`src/shared/bbf_pkg.sv`:
```
// Purpose: Constants and types shared by the boot block flash host controller.
// Assumes: 100 MHz clock, one flash bus cycle built from a few clock cycles.
// Notes: Boot-block address window and identify command code are parameters.
package bbf_pkg;
    localparam int unsigned BBF_CLK_MHZ = 100;
    // Strobe low time and setup/hold time, in nanoseconds.
    localparam int unsigned BBF_STROBE_NS = 50;
    localparam int unsigned BBF_SETUP_NS = 20;
    localparam int unsigned BBF_STROBE_CYC =
        (BBF_STROBE_NS * BBF_CLK_MHZ + 999) / 1000;
    localparam int unsigned BBF_SETUP_CYC =
        (BBF_SETUP_NS * BBF_CLK_MHZ + 999) / 1000;
    localparam logic [3:0] BBF_STROBE_CNT = 4'(BBF_STROBE_CYC);
    localparam logic [3:0] BBF_SETUP_CNT = 4'(BBF_SETUP_CYC);
    localparam logic [7:0] BBF_CMD_ERASE_SETUP = 8'h20;
    localparam logic [7:0] BBF_CMD_ERASE_CONFIRM = 8'hD0;
    localparam logic [7:0] BBF_CMD_WRITE_SETUP = 8'h40;
    localparam logic [7:0] BBF_CMD_WRITE_SETUP_ALT = 8'h10;
    localparam logic [7:0] BBF_CMD_READ_ARRAY = 8'hFF;
    // Identify command code; value is arbitrary, set for the target part.
    localparam logic [7:0] BBF_CMD_IDENTIFY = 8'h90;
    localparam int unsigned BBF_ADDR_W = 18;
    localparam logic [BBF_ADDR_W-1:0] BBF_ADDR_ZERO = 18'h00000;
    localparam logic [BBF_ADDR_W-1:0] BBF_ID_CODE_ADDR = 18'h00001;
    // Host operations.
    typedef enum logic [2:0] {
        BBF_OP_READ,
        BBF_OP_WRITE,
        BBF_OP_ERASE,
        BBF_OP_READ_ARRAY,
        BBF_OP_IDENTIFY
    } bbf_op_t;
endpackage : bbf_pkg

```
`src/shared/bbf_cyc_if.sv`:
```
// Purpose: Link between the sequencer and the bus cycle engine.
// Assumes: One cycle request at a time, held until done.
// Notes: Write carries data; read returns data on done.
interface bbf_cyc_if;
    logic req;
    logic is_write;
    logic [17:0] addr;
    logic [15:0] wdata;
    logic done;
    logic [15:0] rdata;
    modport seq (output req, output is_write, output addr, output wdata,
                 input done, input rdata);
    modport eng (input req, input is_write, input addr, input wdata,
                 output done, output rdata);
endinterface : bbf_cyc_if

```
`src/bbf_cycle.sv`:
```
// Purpose: Drives one flash bus read or write cycle on the pins.
// Assumes: Flash inputs synchronous to clk; byte mode chosen by the top.
// Notes: Write data is latched by the flash at the rising write strobe.
module bbf_cycle
    import bbf_pkg::*;
(
    // Clock and reset
    input wire logic clk,
    input wire logic sys_rst,
    // Sequencer side
    bbf_cyc_if.eng cyc,
    input wire logic byte_mode,
    // Flash pins
    output logic chip_sel_n,
    output logic out_en_n,
    output logic write_n,
    output logic [17:0] flash_addr,
    input wire logic [15:0] flash_dq_in,
    output logic [15:0] flash_dq_out,
    output logic [15:0] flash_dq_oe
);
    import bbf_pkg::*;

    typedef enum logic [1:0] {BBF_C_IDLE, BBF_C_SETUP, BBF_C_STROBE,
                              BBF_C_HOLD} bbf_cst_t;
    typedef struct packed {
        bbf_cst_t st;
        logic [3:0] cnt;
        logic wr;
        logic done;
        logic [15:0] rdata;
        logic [17:0] addr;
        logic [15:0] dout;
    } bbf_cyc_state_t;

    bbf_cyc_state_t s_reg, s_next;

    always_comb begin
        s_next = s_reg;
        s_next.done = 1'b0;
        unique case (s_reg.st)
            BBF_C_IDLE: begin
                if (cyc.req && !s_reg.done) begin
                    s_next.st = BBF_C_SETUP;
                    s_next.cnt = BBF_SETUP_CNT;
                    s_next.wr = cyc.is_write;
                    s_next.addr = cyc.addr;
                    s_next.dout = cyc.wdata;
                end
            end
            BBF_C_SETUP: begin
                s_next.cnt = s_reg.cnt - 4'h1;
                if (s_reg.cnt == 4'h1) begin
                    s_next.st = BBF_C_STROBE;
                    s_next.cnt = BBF_STROBE_CNT;
                end
            end
            BBF_C_STROBE: begin
                s_next.cnt = s_reg.cnt - 4'h1;
                if (s_reg.cnt == 4'h1) begin
                    s_next.st = BBF_C_HOLD;
                    s_next.cnt = BBF_SETUP_CNT;
                    s_next.rdata = flash_dq_in;
                end
            end
            BBF_C_HOLD: begin
                s_next.cnt = s_reg.cnt - 4'h1;
                if (s_reg.cnt == 4'h1) begin
                    s_next.st = BBF_C_IDLE;
                    s_next.done = 1'b1;
                end
            end
        endcase
    end

    always_ff @(posedge clk) begin
        if (sys_rst) begin
            s_reg <= '0;
        end else begin
            s_reg <= s_next;
        end
    end

    // Chip select spans the whole cycle; strobes only the middle phase.
    assign chip_sel_n = (s_reg.st == BBF_C_IDLE);
    assign write_n = !(s_reg.wr && s_reg.st == BBF_C_STROBE);
    assign out_en_n = !(!s_reg.wr && s_reg.st == BBF_C_STROBE);
    assign flash_addr = s_reg.addr;
    assign flash_dq_out = s_reg.dout;
    // In byte mode the top line carries the lowest address bit instead.
    assign flash_dq_oe = (s_reg.wr && s_reg.st != BBF_C_IDLE) ?
        (byte_mode ? 16'h80FF : 16'hFFFF) :
        ((s_reg.st != BBF_C_IDLE && byte_mode) ? 16'h8000 : 16'h0000);
    assign cyc.done = s_reg.done;
    assign cyc.rdata = s_reg.rdata;

    AST_NO_BOTH_STROBES: assert property (@(posedge clk) disable iff (sys_rst)
        !(!write_n && !out_en_n))
        else $error("write strobe and output enable both low");
    AST_STROBE_IN_SELECT: assert property (@(posedge clk) disable iff (sys_rst)
        $fell(write_n) |-> !chip_sel_n [*2])
        else $error("write strobe without chip select");
endmodule // bbf_cycle

```
`src/bbf_host.sv`:
```
// Purpose: Host controller that runs command sequences on a boot block flash.
// Assumes: Inputs synchronous to clk; supply and unlock voltage driven by
//          board switches steered from the enables below.
// Notes: Device completion is not polled; the user waits for status itself.
module bbf_host
    import bbf_pkg::*;
#(
    parameter logic [17:0] BOOT_LO = 18'h00000,
    parameter logic [17:0] BOOT_HI = 18'h01FFF
)
(
    // Clock and reset
    input wire logic clk,
    input wire logic sys_rst,
    // User request
    input wire logic op_valid,
    output logic op_ready,
    input wire bbf_pkg::bbf_op_t op_code,
    input wire logic [17:0] op_addr,
    input wire logic [15:0] op_wdata,
    input wire logic op_byte_lsb,
    input wire logic byte_mode,
    output logic rd_valid,
    output logic [15:0] rd_data,
    output logic boot_refused,
    // Flash control pins
    output logic chip_sel_n,
    output logic out_en_n,
    output logic write_n,
    output logic byte_mode_n,
    output logic power_down_reset_n,
    output logic boot_unlock_voltage_en,
    output logic boot_protect_high,
    output logic prog_supply_en,
    output logic id_select_high_voltage_en,
    // Flash address and data
    output logic [17:0] flash_addr,
    input wire logic [15:0] flash_dq_in,
    output logic [15:0] flash_dq_out,
    output logic [15:0] flash_dq_oe
);
    import bbf_pkg::*;

    ////////////////////////////////////////////////////////////////////////
    typedef enum logic [2:0] {BBF_S_IDLE, BBF_S_CMD1, BBF_S_CMD2,
                              BBF_S_READ, BBF_S_DONE} bbf_hst_t;
    typedef struct packed {
        bbf_hst_t st;
        bbf_op_t op;
        logic [17:0] addr;
        logic [15:0] wdata;
        logic lsb;
        logic boot;
        logic array_stale;
        logic rd_valid;
        logic [15:0] rd_data;
        logic refused;
        logic pd_n;
        logic rd_after;
    } bbf_host_state_t;

    bbf_host_state_t s_reg, s_next;
    bbf_cyc_if cyc();

    function automatic logic in_boot(input logic [17:0] a);
        in_boot = (a >= BOOT_LO) && (a <= BOOT_HI);
    endfunction

    function automatic logic [15:0] cmd_word(input logic [7:0] c);
        cmd_word = {8'h00, c};
    endfunction

    ////////////////////////////////////////////////////////////////////////
    always_comb begin
        s_next = s_reg;
        s_next.rd_valid = 1'b0;
        s_next.refused = 1'b0;
        s_next.pd_n = 1'b1;
        cyc.req = 1'b0;
        cyc.is_write = 1'b1;
        cyc.addr = s_reg.addr;
        cyc.wdata = s_reg.wdata;
        unique case (s_reg.st)
            BBF_S_IDLE: begin
                if (op_valid) begin
                    s_next.op = op_code;
                    s_next.addr = op_addr;
                    s_next.wdata = op_wdata;
                    s_next.lsb = op_byte_lsb;
                    s_next.boot = in_boot(op_addr);
                    // Remember the user's intent; op_code may move on.
                    s_next.rd_after = (op_code == BBF_OP_READ);
                    // Reads of stale array data are turned into a
                    // read-array command first.
                    if (op_code == BBF_OP_READ && s_reg.array_stale) begin
                        s_next.st = BBF_S_CMD1;
                        s_next.op = BBF_OP_READ_ARRAY;
                    end else if (op_code == BBF_OP_READ) begin
                        s_next.st = BBF_S_READ;
                    end else begin
                        s_next.st = BBF_S_CMD1;
                    end
                end
            end
            BBF_S_CMD1: begin
                cyc.req = 1'b1;
                cyc.addr = BBF_ADDR_ZERO;
                unique case (s_reg.op)
                    BBF_OP_ERASE: cyc.wdata = cmd_word(BBF_CMD_ERASE_SETUP);
                    BBF_OP_WRITE: cyc.wdata = cmd_word(BBF_CMD_WRITE_SETUP);
                    BBF_OP_IDENTIFY: cyc.wdata = cmd_word(BBF_CMD_IDENTIFY);
                    default: cyc.wdata = cmd_word(BBF_CMD_READ_ARRAY);
                endcase
                if (cyc.done) begin
                    unique case (s_reg.op)
                        BBF_OP_ERASE, BBF_OP_WRITE: s_next.st = BBF_S_CMD2;
                        BBF_OP_IDENTIFY: begin
                            s_next.st = BBF_S_READ;
                            s_next.array_stale = 1'b1;
                        end
                        BBF_OP_READ_ARRAY: begin
                            s_next.array_stale = 1'b0;
                            s_next.st = s_reg.rd_after ?
                                BBF_S_READ : BBF_S_DONE;
                            s_next.op = BBF_OP_READ;
                        end
                        default: s_next.st = BBF_S_DONE;
                    endcase
                end
            end
            BBF_S_CMD2: begin
                cyc.req = 1'b1;
                if (s_reg.op == BBF_OP_ERASE) begin
                    cyc.wdata = cmd_word(BBF_CMD_ERASE_CONFIRM);
                end else if (byte_mode) begin
                    // Byte data on the low lane, lsb on the top line.
                    cyc.wdata = {s_reg.lsb, 7'h00, s_reg.wdata[7:0]};
                end else begin
                    cyc.wdata = s_reg.wdata;
                end
                if (cyc.done) begin
                    s_next.st = BBF_S_DONE;
                    s_next.array_stale = 1'b1;
                end
            end
            BBF_S_READ: begin
                cyc.req = 1'b1;
                cyc.is_write = 1'b0;
                if (byte_mode) begin
                    // The top line carries the byte select on reads too.
                    cyc.wdata = {s_reg.lsb, 15'h0000};
                end
                // Identify reads keep all lines low except bit zero.
                if (s_reg.op == BBF_OP_IDENTIFY) begin
                    cyc.addr = s_reg.addr[0] ? BBF_ID_CODE_ADDR
                                             : BBF_ADDR_ZERO;
                end
                if (cyc.done) begin
                    s_next.st = BBF_S_IDLE;
                    s_next.rd_valid = 1'b1;
                    s_next.rd_data = byte_mode ?
                        {8'h00, cyc.rdata[7:0]} : cyc.rdata;
                end
            end
            BBF_S_DONE: begin
                s_next.st = BBF_S_IDLE;
            end
            default: s_next.st = BBF_S_IDLE;
        endcase
        if (sys_rst) begin
            s_next.pd_n = 1'b0;
        end
    end

    always_ff @(posedge clk) begin
        if (sys_rst) begin
            s_reg <= '0;
        end else begin
            s_reg <= s_next;
        end
    end

    bbf_cycle u_cycle (
        .clk(clk),
        .sys_rst(sys_rst),
        .cyc(cyc),
        .byte_mode(byte_mode),
        .chip_sel_n(chip_sel_n),
        .out_en_n(out_en_n),
        .write_n(write_n),
        .flash_addr(flash_addr),
        .flash_dq_in(flash_dq_in),
        .flash_dq_out(flash_dq_out),
        .flash_dq_oe(flash_dq_oe)
    );

    ////////////////////////////////////////////////////////////////////////
    // Supplies are steered per operation; boot_protect_high is raised for the
    // whole second cycle of a boot-block operation so it is still up when the
    // write strobe rises.
    logic second_cyc;
    assign second_cyc = (s_reg.st == BBF_S_CMD2);
    assign op_ready = (s_reg.st == BBF_S_IDLE);
    assign rd_valid = s_reg.rd_valid;
    assign rd_data = s_reg.rd_data;
    assign boot_refused = s_reg.refused;
    assign byte_mode_n = !byte_mode;
    assign power_down_reset_n = s_reg.pd_n;
    assign prog_supply_en = second_cyc;
    assign boot_protect_high = second_cyc && s_reg.boot;
    assign boot_unlock_voltage_en = 1'b0;
    assign id_select_high_voltage_en = 1'b0;

    AST_CONFIRM_AFTER_SETUP: assert property (@(posedge clk)
        disable iff (sys_rst)
        (s_reg.st == BBF_S_CMD2 && s_reg.op == BBF_OP_ERASE)
        |-> $past(s_reg.st) inside {BBF_S_CMD1, BBF_S_CMD2})
        else $error("erase confirm without setup");
    AST_SUPPLY_IN_CMD2: assert property (@(posedge clk) disable iff (sys_rst)
        (second_cyc && !write_n) |=> prog_supply_en [*3])
        else $error("data cycle without program supply");
    AST_BOOT_UNLOCK: assert property (@(posedge clk) disable iff (sys_rst)
        (second_cyc && !write_n && in_boot(flash_addr))
        |-> (boot_protect_high && prog_supply_en))
        else $error("boot write without unlock");
    AST_STALE_AFTER_PROG: assert property (@(posedge clk)
        disable iff (sys_rst)
        (second_cyc && cyc.done) |=> s_reg.array_stale)
        else $error("array not marked stale");
    AST_BYTE_LOW_LANE: assert property (@(posedge clk) disable iff (sys_rst)
        (byte_mode && !write_n) |-> flash_dq_oe[14:8] == 7'h00)
        else $error("middle lines driven in byte mode");
    AST_ID_ADDR_LOW: assert property (@(posedge clk) disable iff (sys_rst)
        (s_reg.st == BBF_S_READ && s_reg.op == BBF_OP_IDENTIFY && !out_en_n)
        |-> flash_addr[17:1] == 17'h00000)
        else $error("identify address lines not low");
    AST_RESET_PD: assert property (@(posedge clk)
        sys_rst |=> !power_down_reset_n)
        else $error("power down not asserted");
    AST_READ_DONE: assert property (@(posedge clk) disable iff (sys_rst)
        (s_reg.st == BBF_S_READ && cyc.done) |=> rd_valid)
        else $error("read data not returned");
    COV_ERASE: cover property (@(posedge clk) second_cyc && !write_n &&
        s_reg.op == BBF_OP_ERASE);
    COV_PROG: cover property (@(posedge clk) second_cyc && !write_n &&
        s_reg.op == BBF_OP_WRITE);
    COV_ID: cover property (@(posedge clk) rd_valid &&
        s_reg.op == BBF_OP_IDENTIFY);
endmodule // bbf_host
```
`config.mk`:
```
export PLATFORM = sky130hd
export DESIGN_NAME = bbf_host
export DESIGN_NICKNAME = d
export VERILOG_FILES = /design/src/shared/bbf_pkg.sv /design/src/shared/bbf_cyc_if.sv /design/src/bbf_cycle.sv /design/src/bbf_host.sv
export SDC_FILE = /design/constraint.sdc
export NUM_CORES = 1
export LEC_CHECK = 0
export BUFFER_PORTS_ARGS = -buffer_cell sky130_fd_sc_hd__clkbuf_2
export CORE_MARGIN = 8
export CORE_UTILIZATION = 50
export CTS_BUF_LIST = sky130_fd_sc_hd__clkbuf_4 sky130_fd_sc_hd__clkbuf_8
export DETAILED_ROUTE_END_ITERATION = 8
export GPL_TIMING_DRIVEN = 1
export PLACE_DENSITY = 0.76
export REMOVE_ABC_BUFFERS = 1
export SYNTH_ARGS = -nofsm -noshare
export SYNTH_HDL_FRONTEND = slang
export SYNTH_SLANG_ARGS = --single-unit
```
`constraint.sdc`:
```
create_clock -name clk -period 2.3 [get_ports clk]
set_input_delay 0.46 -clock clk [delete_from_list [all_inputs] [get_ports clk]]
set_output_delay 0.46 -clock clk [all_outputs]
set_load 0.05 [all_outputs]
```
Word level (Yosys, flattened, before mapping) --
Index checks and enable logic that the tools add are counted. W data, S select, Z words.
Word-level totals: bits in registers 121, input port bits 58, output and inout port bits 78, word-level logic and storage cells 116
Operators by class: $add $sub $neg 1, $lt $le $gt $ge 2, equality and inequality tests 21, multiplexer cells 40, bitwise operators 2, reduce and logical (&&, ||, !) cells 31
Operators by type and width (number):
- $mux W16 | 6
- $pmux W16 S3 | 1
- $mux W42 | 1
- $pmux W18 S2 | 1
- $pmux W6 S4 | 1
- $pmux W8 S3 | 1
- $ge A18 B1 Y1 const B | 1
- $le A18 B13 Y1 const B | 1
- $mux W18 | 1
- $mux W3 | 6
- $mux W6 | 3
- $mux W17 | 1
- $ne A2 B1 Y1 const B | 8
- $reduce_and A4 Y1 | 4
- $mux W15 | 1
- $eq A3 B2 Y1 const B | 4
- $pmux W3 S4 | 1
- $pmux W3 S3 | 1
- $logic_and A1 B1 Y1 | 8
- $mux W1 | 8
- $reduce_and A2 Y1 | 4
- $mux W7 | 1
- $eq A3 B1 Y1 const B | 2
- $logic_not A3 Y1 | 2
- other kinds (16) | 29

Depth between registers and ports, before layout --
Gate-level depths: netlist (run 1).
depth in word-level cells 6, gate-level depth with buffers 8, depth with buffers taken out 6

Modules after synthesis --
From an unflattened synthesis (run 1), not the netlist that was laid out.
Unflattened totals: cells, all modules 727, area, all modules 5764.3 µm²
By module, submodules not included:
- bbf_host | instances 1, cells an instance 391, area an instance 2985.4 µm²
- bbf_cycle | instances 1, cells an instance 336, area an instance 2778.9 µm²

Least setup slack after synthesis (run 1) --
OpenSTA, ideal clock, no wires.
path kind flip-flop to output port, start point register s_reg[61] (netlist bit), end point output boot_protect_high, data arrival time 2451 ps, setup slack -611 ps, cell stages (with the launch flop) 4, path buffers 1, cell sequence dfxtp_1 > buf_2 > nor3b_1 > and2_1
On the way: longest elaborated chain between the ends 2
RTL lines:
- start, declared | RTL line bbf_host.sv:62 | bbf_host_state_t s_reg, s_next;
- start signal, assigned | RTL line bbf_host.sv:179 | s_reg <= s_next;
- $eq A3 B2 Y1 | RTL line bbf_host.sv:202 | assign second_cyc = (s_reg.st == BBF_S_CMD2);
- net prog_supply_en | RTL line bbf_host.sv:34 | output logic prog_supply_en,
- $logic_and A1 B1 Y1 | RTL line bbf_host.sv:210 | assign boot_protect_high = second_cyc && s_reg.boot;
- end, declared | RTL line bbf_host.sv:33 | output logic boot_protect_high,
The timed path passes the listed nets, and every way through them passes these cells.

Worst setup path in the final report (run 1) --
start point register u_cycle.s_reg[56] (netlist bit), end point output flash_dq_oe[11]
On the way: longest elaborated chain between the ends 3
RTL lines:
- start, declared | RTL line bbf_cycle.sv:36 | bbf_cyc_state_t s_reg, s_next;
- start signal, assigned | RTL line bbf_cycle.sv:80 | s_reg <= s_next;
- $reduce_bool A2 Y1 | RTL line bbf_cycle.sv:91 | assign flash_dq_oe = (s_reg.wr && s_reg.st != BBF_C_IDLE) ?
- $logic_and A1 B1 Y1 | RTL line bbf_cycle.sv:91
- $mux W16 | RTL line bbf_cycle.sv:91
- end, declared | RTL line bbf_host.sv:40 | output logic [15:0] flash_dq_oe
No other way between the ends.

==> results of run 1 <==
how the worst min path moves through the flow:
stage | startpoint | endpoint | slack [ps]
after floorplan | s_reg[21] | s_reg[21] | 430
after global placement | u_cycle.cyc.rdata[5] | rd_data[5] | 440
after global routing | op_addr[2] | s_reg[41] | 230
after CTS | op_addr[5] | s_reg[44] | 230
final | op_addr[10] | s_reg[49] | 250
after detailed placement | u_cycle.cyc.rdata[7] | rd_data[7] | 450
synthesized netlist by cell type, types with 3 or more instances:
library cell  number
nand2_1          155
dfxtp_1          120
a21oi_1           81
buf_4             68
clkbuf_1          27
nor2_1            24
o21ai_0           14
buf_2             12
nand3_1           12
a22oi_1           10
a22oi_2           10
a22o_1             8
nor2_2             8
a31oi_1            7
nand2b_1           7
nor3_1             6
and2_1             5
inv_1              5
and3_1             4
nor3b_1            4
a211oi_1           3
nand3b_1           3
nor2b_1            3
logic make-up after synthesis:
family                     count (synthesis)  share of synthesized area
adders and majority gates                  2                    0.00475
buffers and inverters                    115                      0.135
AOI/OAI and AO/OA                        150                      0.183
xor gates and xnor gates                   4                    0.00665
muxes                                      2                    0.00404
and+or+nand+nor                          245                      0.210
DFF                                      120                      0.456
other                                      1                   0.000712
report_power, final:
part	leakage, nW	switching [mW]	total [mW]	internal [mW]
Combinational	1.28	0.402	0.597	0.195
Clock	0.200	0.865	1.91	1.05
Sequential	0.976	0.0711	2.23	2.16
Total	2.46	1.34	4.74	3.40
metrics by stage:
step / hold slack (ps) / area (um^2)
2_1_floorplan: 426 / 4590
3_3_place_gp: 436 / 5550
3_5_place_dp: 446 / 5550
4_1_cts: 225 / 5960
5_1_grt: 227 / 5960
6_report: 246 / 5960
area by class of cell:
type	instances	area [um^2]	share of cell area
repair buffers	147	788	0.132
inverters	6	22.5	0.00378
well taps	136	170	0.0285
clock inverters	12	140	0.0235
flip-flops and latches	120	2400	0.403
multi-input cells	406	2170	0.364
clock buffers	20	269	0.0451
tightest hold or removal path: stages:
cell,delay (ps)
clkbuf_2,80
nand2_1,40
a21oi_1,50
repair_timing:
| action | in CTS | in global routing |
|---|---|---|
| endpoints found under the setup margin | 17 | 15 |
| endpoints found under the hold margin | 0 | 0 |
| hold buffers | 0 | 0 |
| setup buffers | 0 | 0 |
| gates resized for setup | 3 | 15 |
layer usage:
metal / GRT usage / vias up / routed length (um)
li1: - / 2203 / -
met1: 0.193 / 2012 / 5290
met2: 0.285 / 169 / 5760
met3: 0.0823 / 10 / 1280
met4: 0.0569 / 0 / 102
met5: 0 / - / 0
==> flow_summary.toml, run 1 <==
[worst_hold_path]
whs_path_depth = 3
holdCritPathClass = "input port to flop"

[global_routing]
grt_antenna_before_repair = 0
grt_use_total = 0.173
grt_first_pass_wirelength_um = 20400
overflow = 0
grt_max_degree = 45
grt_pass1_vias = 4413

[place]
pre_cts_slack_ps = 297
gp_congestion = 0.812
dp_cells = 815
io_buffers = 132
hpwlAfterDp_um = 8740

[final_layout]
final_common_cell = "nand2_1"
final_net_count = 758
fin_cells = 847
area_growth_pct = 13.2
n_fill_cell = 961
utilization = 0.580
n_antenna_cell = 0
drive_gt1_frac = 0.293
largest_reg_flops = 44
final_cell_mix = "nand2_1, dfxtp_1, clkbuf_2"

[setup_path]
crit_end = "flash_dq_oe[11]"
path_cells = "or2_4 > and3_1 > buf_2"
r2r-start = "s_reg[60]"
r2r_end = "u_cycle.flash_dq_out[6]"
worst-path-stages = 3
cp.buffers_inverters = 1
cp-end-kind = "output port"
rrSetupSlack_ps = 370
cp_max_fo = 10
cp_slowest_cell = "dfxtp_1"
arrival_ps = 1720
cp-start-kind = "flop"
critPathLaunch = "u_cycle.s_reg[56]"
max_stage_delay_ps = 500
worstSetupPathType = "flop to output port"
cpLargestDelayFamily = "simple AND/OR/NAND/NOR gates"
required_ps = 1840
worstRegToRegCells = 4

[routing]
drtPass1Iterations = 5
final_antenna_net_count = 0
drtIter0Drc = 390
via_per_inst = 5.19
via_count = 4394
routed_wl_um = 12400
post-route-drc-count = 0
wl_per_cell_um = 14.7

[power_and_ir_drop]
ir_worst_vdd_v = 0.000483
leakagePower_nw = 2.46
p_per_area_mw_per_mm2 = 794
total_power_mw = 4.74

[synthesis]
synth_cell_types = 56
netlist_area_mm2 = 0.00527
synth_top_cell_area_share = 0.456
yosysSeqAreaShare = 0.456
netlist_instances = 639
ys_ff_latch = 120
yosysWarnings = 0
async_flop_share = 0
synth-edff-count = 0
ys.flop_type = "dfxtp_1"
syn_area_per_cell_um2 = 8.24
synth_top_area_cell = "dfxtp_1"
synth_top_cells_by_area = "dfxtp_1, nand2_1, buf_4"

[clock_network]
cts_tree = "yes"
clockRootBuffer = "clkbuf_8"
clk-insertion-delay-late_ps = 430
h-tree-depth = 4
cts_sinks = 120
clk_pin_slew_ps = 80
cts_buffer_depth = 2
cts_buffers = 17

[floorplan]
rows = 37
die_w_um = 119
design.core.area_mm2 = 0.0103
dieArea_mm2 = 0.0141
initial_core_util = 0.513
fp.dieH_um = 119
num_io_pins = 136

[sta]
fmax_mhz = 458
period_needed_ps = 2180
drv_slew = 0
finalHoldViolCount = 0
finalSetupTns_ps = 0
relSlewSlack = 0.590
finalWorstSetupSlack_ps = 118
tightestPinTransition_ps = 615
skew_ps = 11.4
finalSetupViolCount = 0
rsz0062_at_grt = "no"
period_share = 0.949

[run]
cap_violations = 0

[run_status]
status = "finished clean"
No activity file was read; power rests on OpenSTA's default activity.
==> inputs of run 2 (changes only) <==
--- a/config.mk
+++ b/config.mk
@@ -13,6 +13,7 @@
 export GPL_TIMING_DRIVEN = 1
 export PLACE_DENSITY = 0.76
 export REMOVE_ABC_BUFFERS = 1
+export SETUP_SLACK_MARGIN = 0.15
 export SYNTH_ARGS = -nofsm -noshare
 export SYNTH_HDL_FRONTEND = slang
 export SYNTH_SLANG_ARGS = --single-unit
==> run 2 against run 1 <==
  * First-iteration DRC count grew 3.8%
  * Critical path depth is the same
  * Clock skew is essentially flat
  * Worst setup slack gained 120 ps
  * Register-to-register slack gained 20 ps
  * Sequential share of layout area shrank 0.25 points
  * Largest cell class unchanged
==> flow_summary.toml, run 2 (same netlist as run 1, synthesis figures left out) <==
[run_status]
status = "finished clean"

[run]
cap_violations = 0

[clock_network]
cts_buffers = 17
clk_pin_slew_ps = 80
clockRootBuffer = "clkbuf_8"
hold_buffers = 0
cts_sinks = 120
cts_tree = "yes"
cts_buffer_depth = 2
clk-insertion-delay-late_ps = 430
h-tree-depth = 4

[place]
io_buffers = 132
pre_cts_slack_ps = 297
dp_cells = 815
hpwlAfterDp_um = 8740
gp_congestion = 0.812

[floorplan]
fp.dieH_um = 119
rows = 37
design.core.area_mm2 = 0.0103
num_io_pins = 136
initial_core_util = 0.513
die_w_um = 119
dieArea_mm2 = 0.0141

[routing]
via_per_inst = 5.18
routed_wl_um = 12500
post-route-drc-count = 0
drtIter0Drc = 405
drtPass1Iterations = 7
final_antenna_net_count = 0
wl_per_cell_um = 14.8
via_count = 4391

[final_layout]
final_net_count = 758
n_fill_cell = 957
regArea_mm2 = 0.00241
n_antenna_cell = 0
utilization = 0.585
drive_gt1_frac = 0.300
final_cell_mix = "nand2_1, dfxtp_1, clkbuf_2"
area_growth_pct = 14.2
fin_cells = 847
largest_reg_flops = 44
multi_input_area_mm2 = 0.00218
final_common_cell = "nand2_1"

[setup_path]
cp_max_fo = 11
arrival_ps = 1600
cp-end-kind = "output port"
worstSetupPathType = "flop to output port"
cp-start-kind = "flop"
required_ps = 1840

[sta]
fmax_mhz = 485
relSlewSlack = 0.599
rsz0062_at_grt = "no"
tightestPinTransition_ps = 601
drv_slew = 0
finalWorstSetupSlack_ps = 239
finalHoldWorstSlack_ps = 245
finalHoldViolCount = 0
period_share = 0.896
skew_ps = 11.8
finalSetupViolCount = 0
period_needed_ps = 2060

[power_and_ir_drop]
leakagePower_nw = 2.45
ir_worst_vdd_v = 0.000484
p_per_area_mw_per_mm2 = 789
total_power_mw = 4.74

[worst_hold_path]
holdCritPathClass = "input port to flop"

[global_routing]
overflow = 0
grt_use_total = 0.174
grt_pass1_vias = 4416
grt_max_degree = 45
grt_antenna_before_repair = 0
grt_first_pass_wirelength_um = 20500
-- run 2: per-stage QoR --
stage               setup TNS, ps  instance area [um^2]
finish                          0                  6020
global route                    0                  6020
CTS                             0                  6010
detailed placement              0                  5550
global placement                0                  5550
floorplan                  -25950                  4590
-- run 2: layer usage --
metal / up-vias / GRT usage / part of all wire / routed length, um
li1: 2202 / - / - / -
met1: 2010 / 0.195 / 0.42 / 5280
met2: 169 / 0.288 / 0.47 / 5830
met3: 10 / 0.0809 / 0.10 / 1310
met4: 0 / 0.0569 / 0.0081 / 102
met5: - / 0 / 0 / 0
-- run 2: cell type report --
| cell class | instances | share of cell area |
|---|---|---|
| sequential | 120 | 0.400 |
| timing repair buffer | 147 | 0.137 |
| clock buffer | 20 | 0.0447 |
| multi-input combinational | 406 | 0.362 |
| inverter | 6 | 0.00374 |
| tap | 136 | 0.0283 |
| clock inverter | 12 | 0.0233 |
-- run 2: final timing paths --
check	from	end	slack, ps	depth (start not counted)
worst min-delay path	op_addr[8]	s_reg[47]	250	3
worst max-delay path	s_reg[62]	boot_protect_high	240	3
worst min register to register	u_cycle.cyc.rdata[1]	rd_data[1]	450	2
worst max register to register	s_reg[62]	u_cycle.flash_dq_out[6]	390	4
-- run 2: critical path: stages, from the launching register on --
cell and delay [ps]:
dfxtp_1 440, nor3b_4 320, and2_1 160, buf_2 260
-- run 2: report_power, final --
part / internal (mW) / switching, mW
Combinational: 0.199 / 0.403
Sequential: 2.16 / 0.0721
Clock: 1.05 / 0.865
Total: 3.40 / 1.34
-- run 2: timing repair --
action / 4_1_cts / 5_1_grt
setup buffers: 0 / 0
resized for setup: 20 / 7
setup endpoints to repair: 19 / 16
endpoints found under the hold margin: 0 / 0
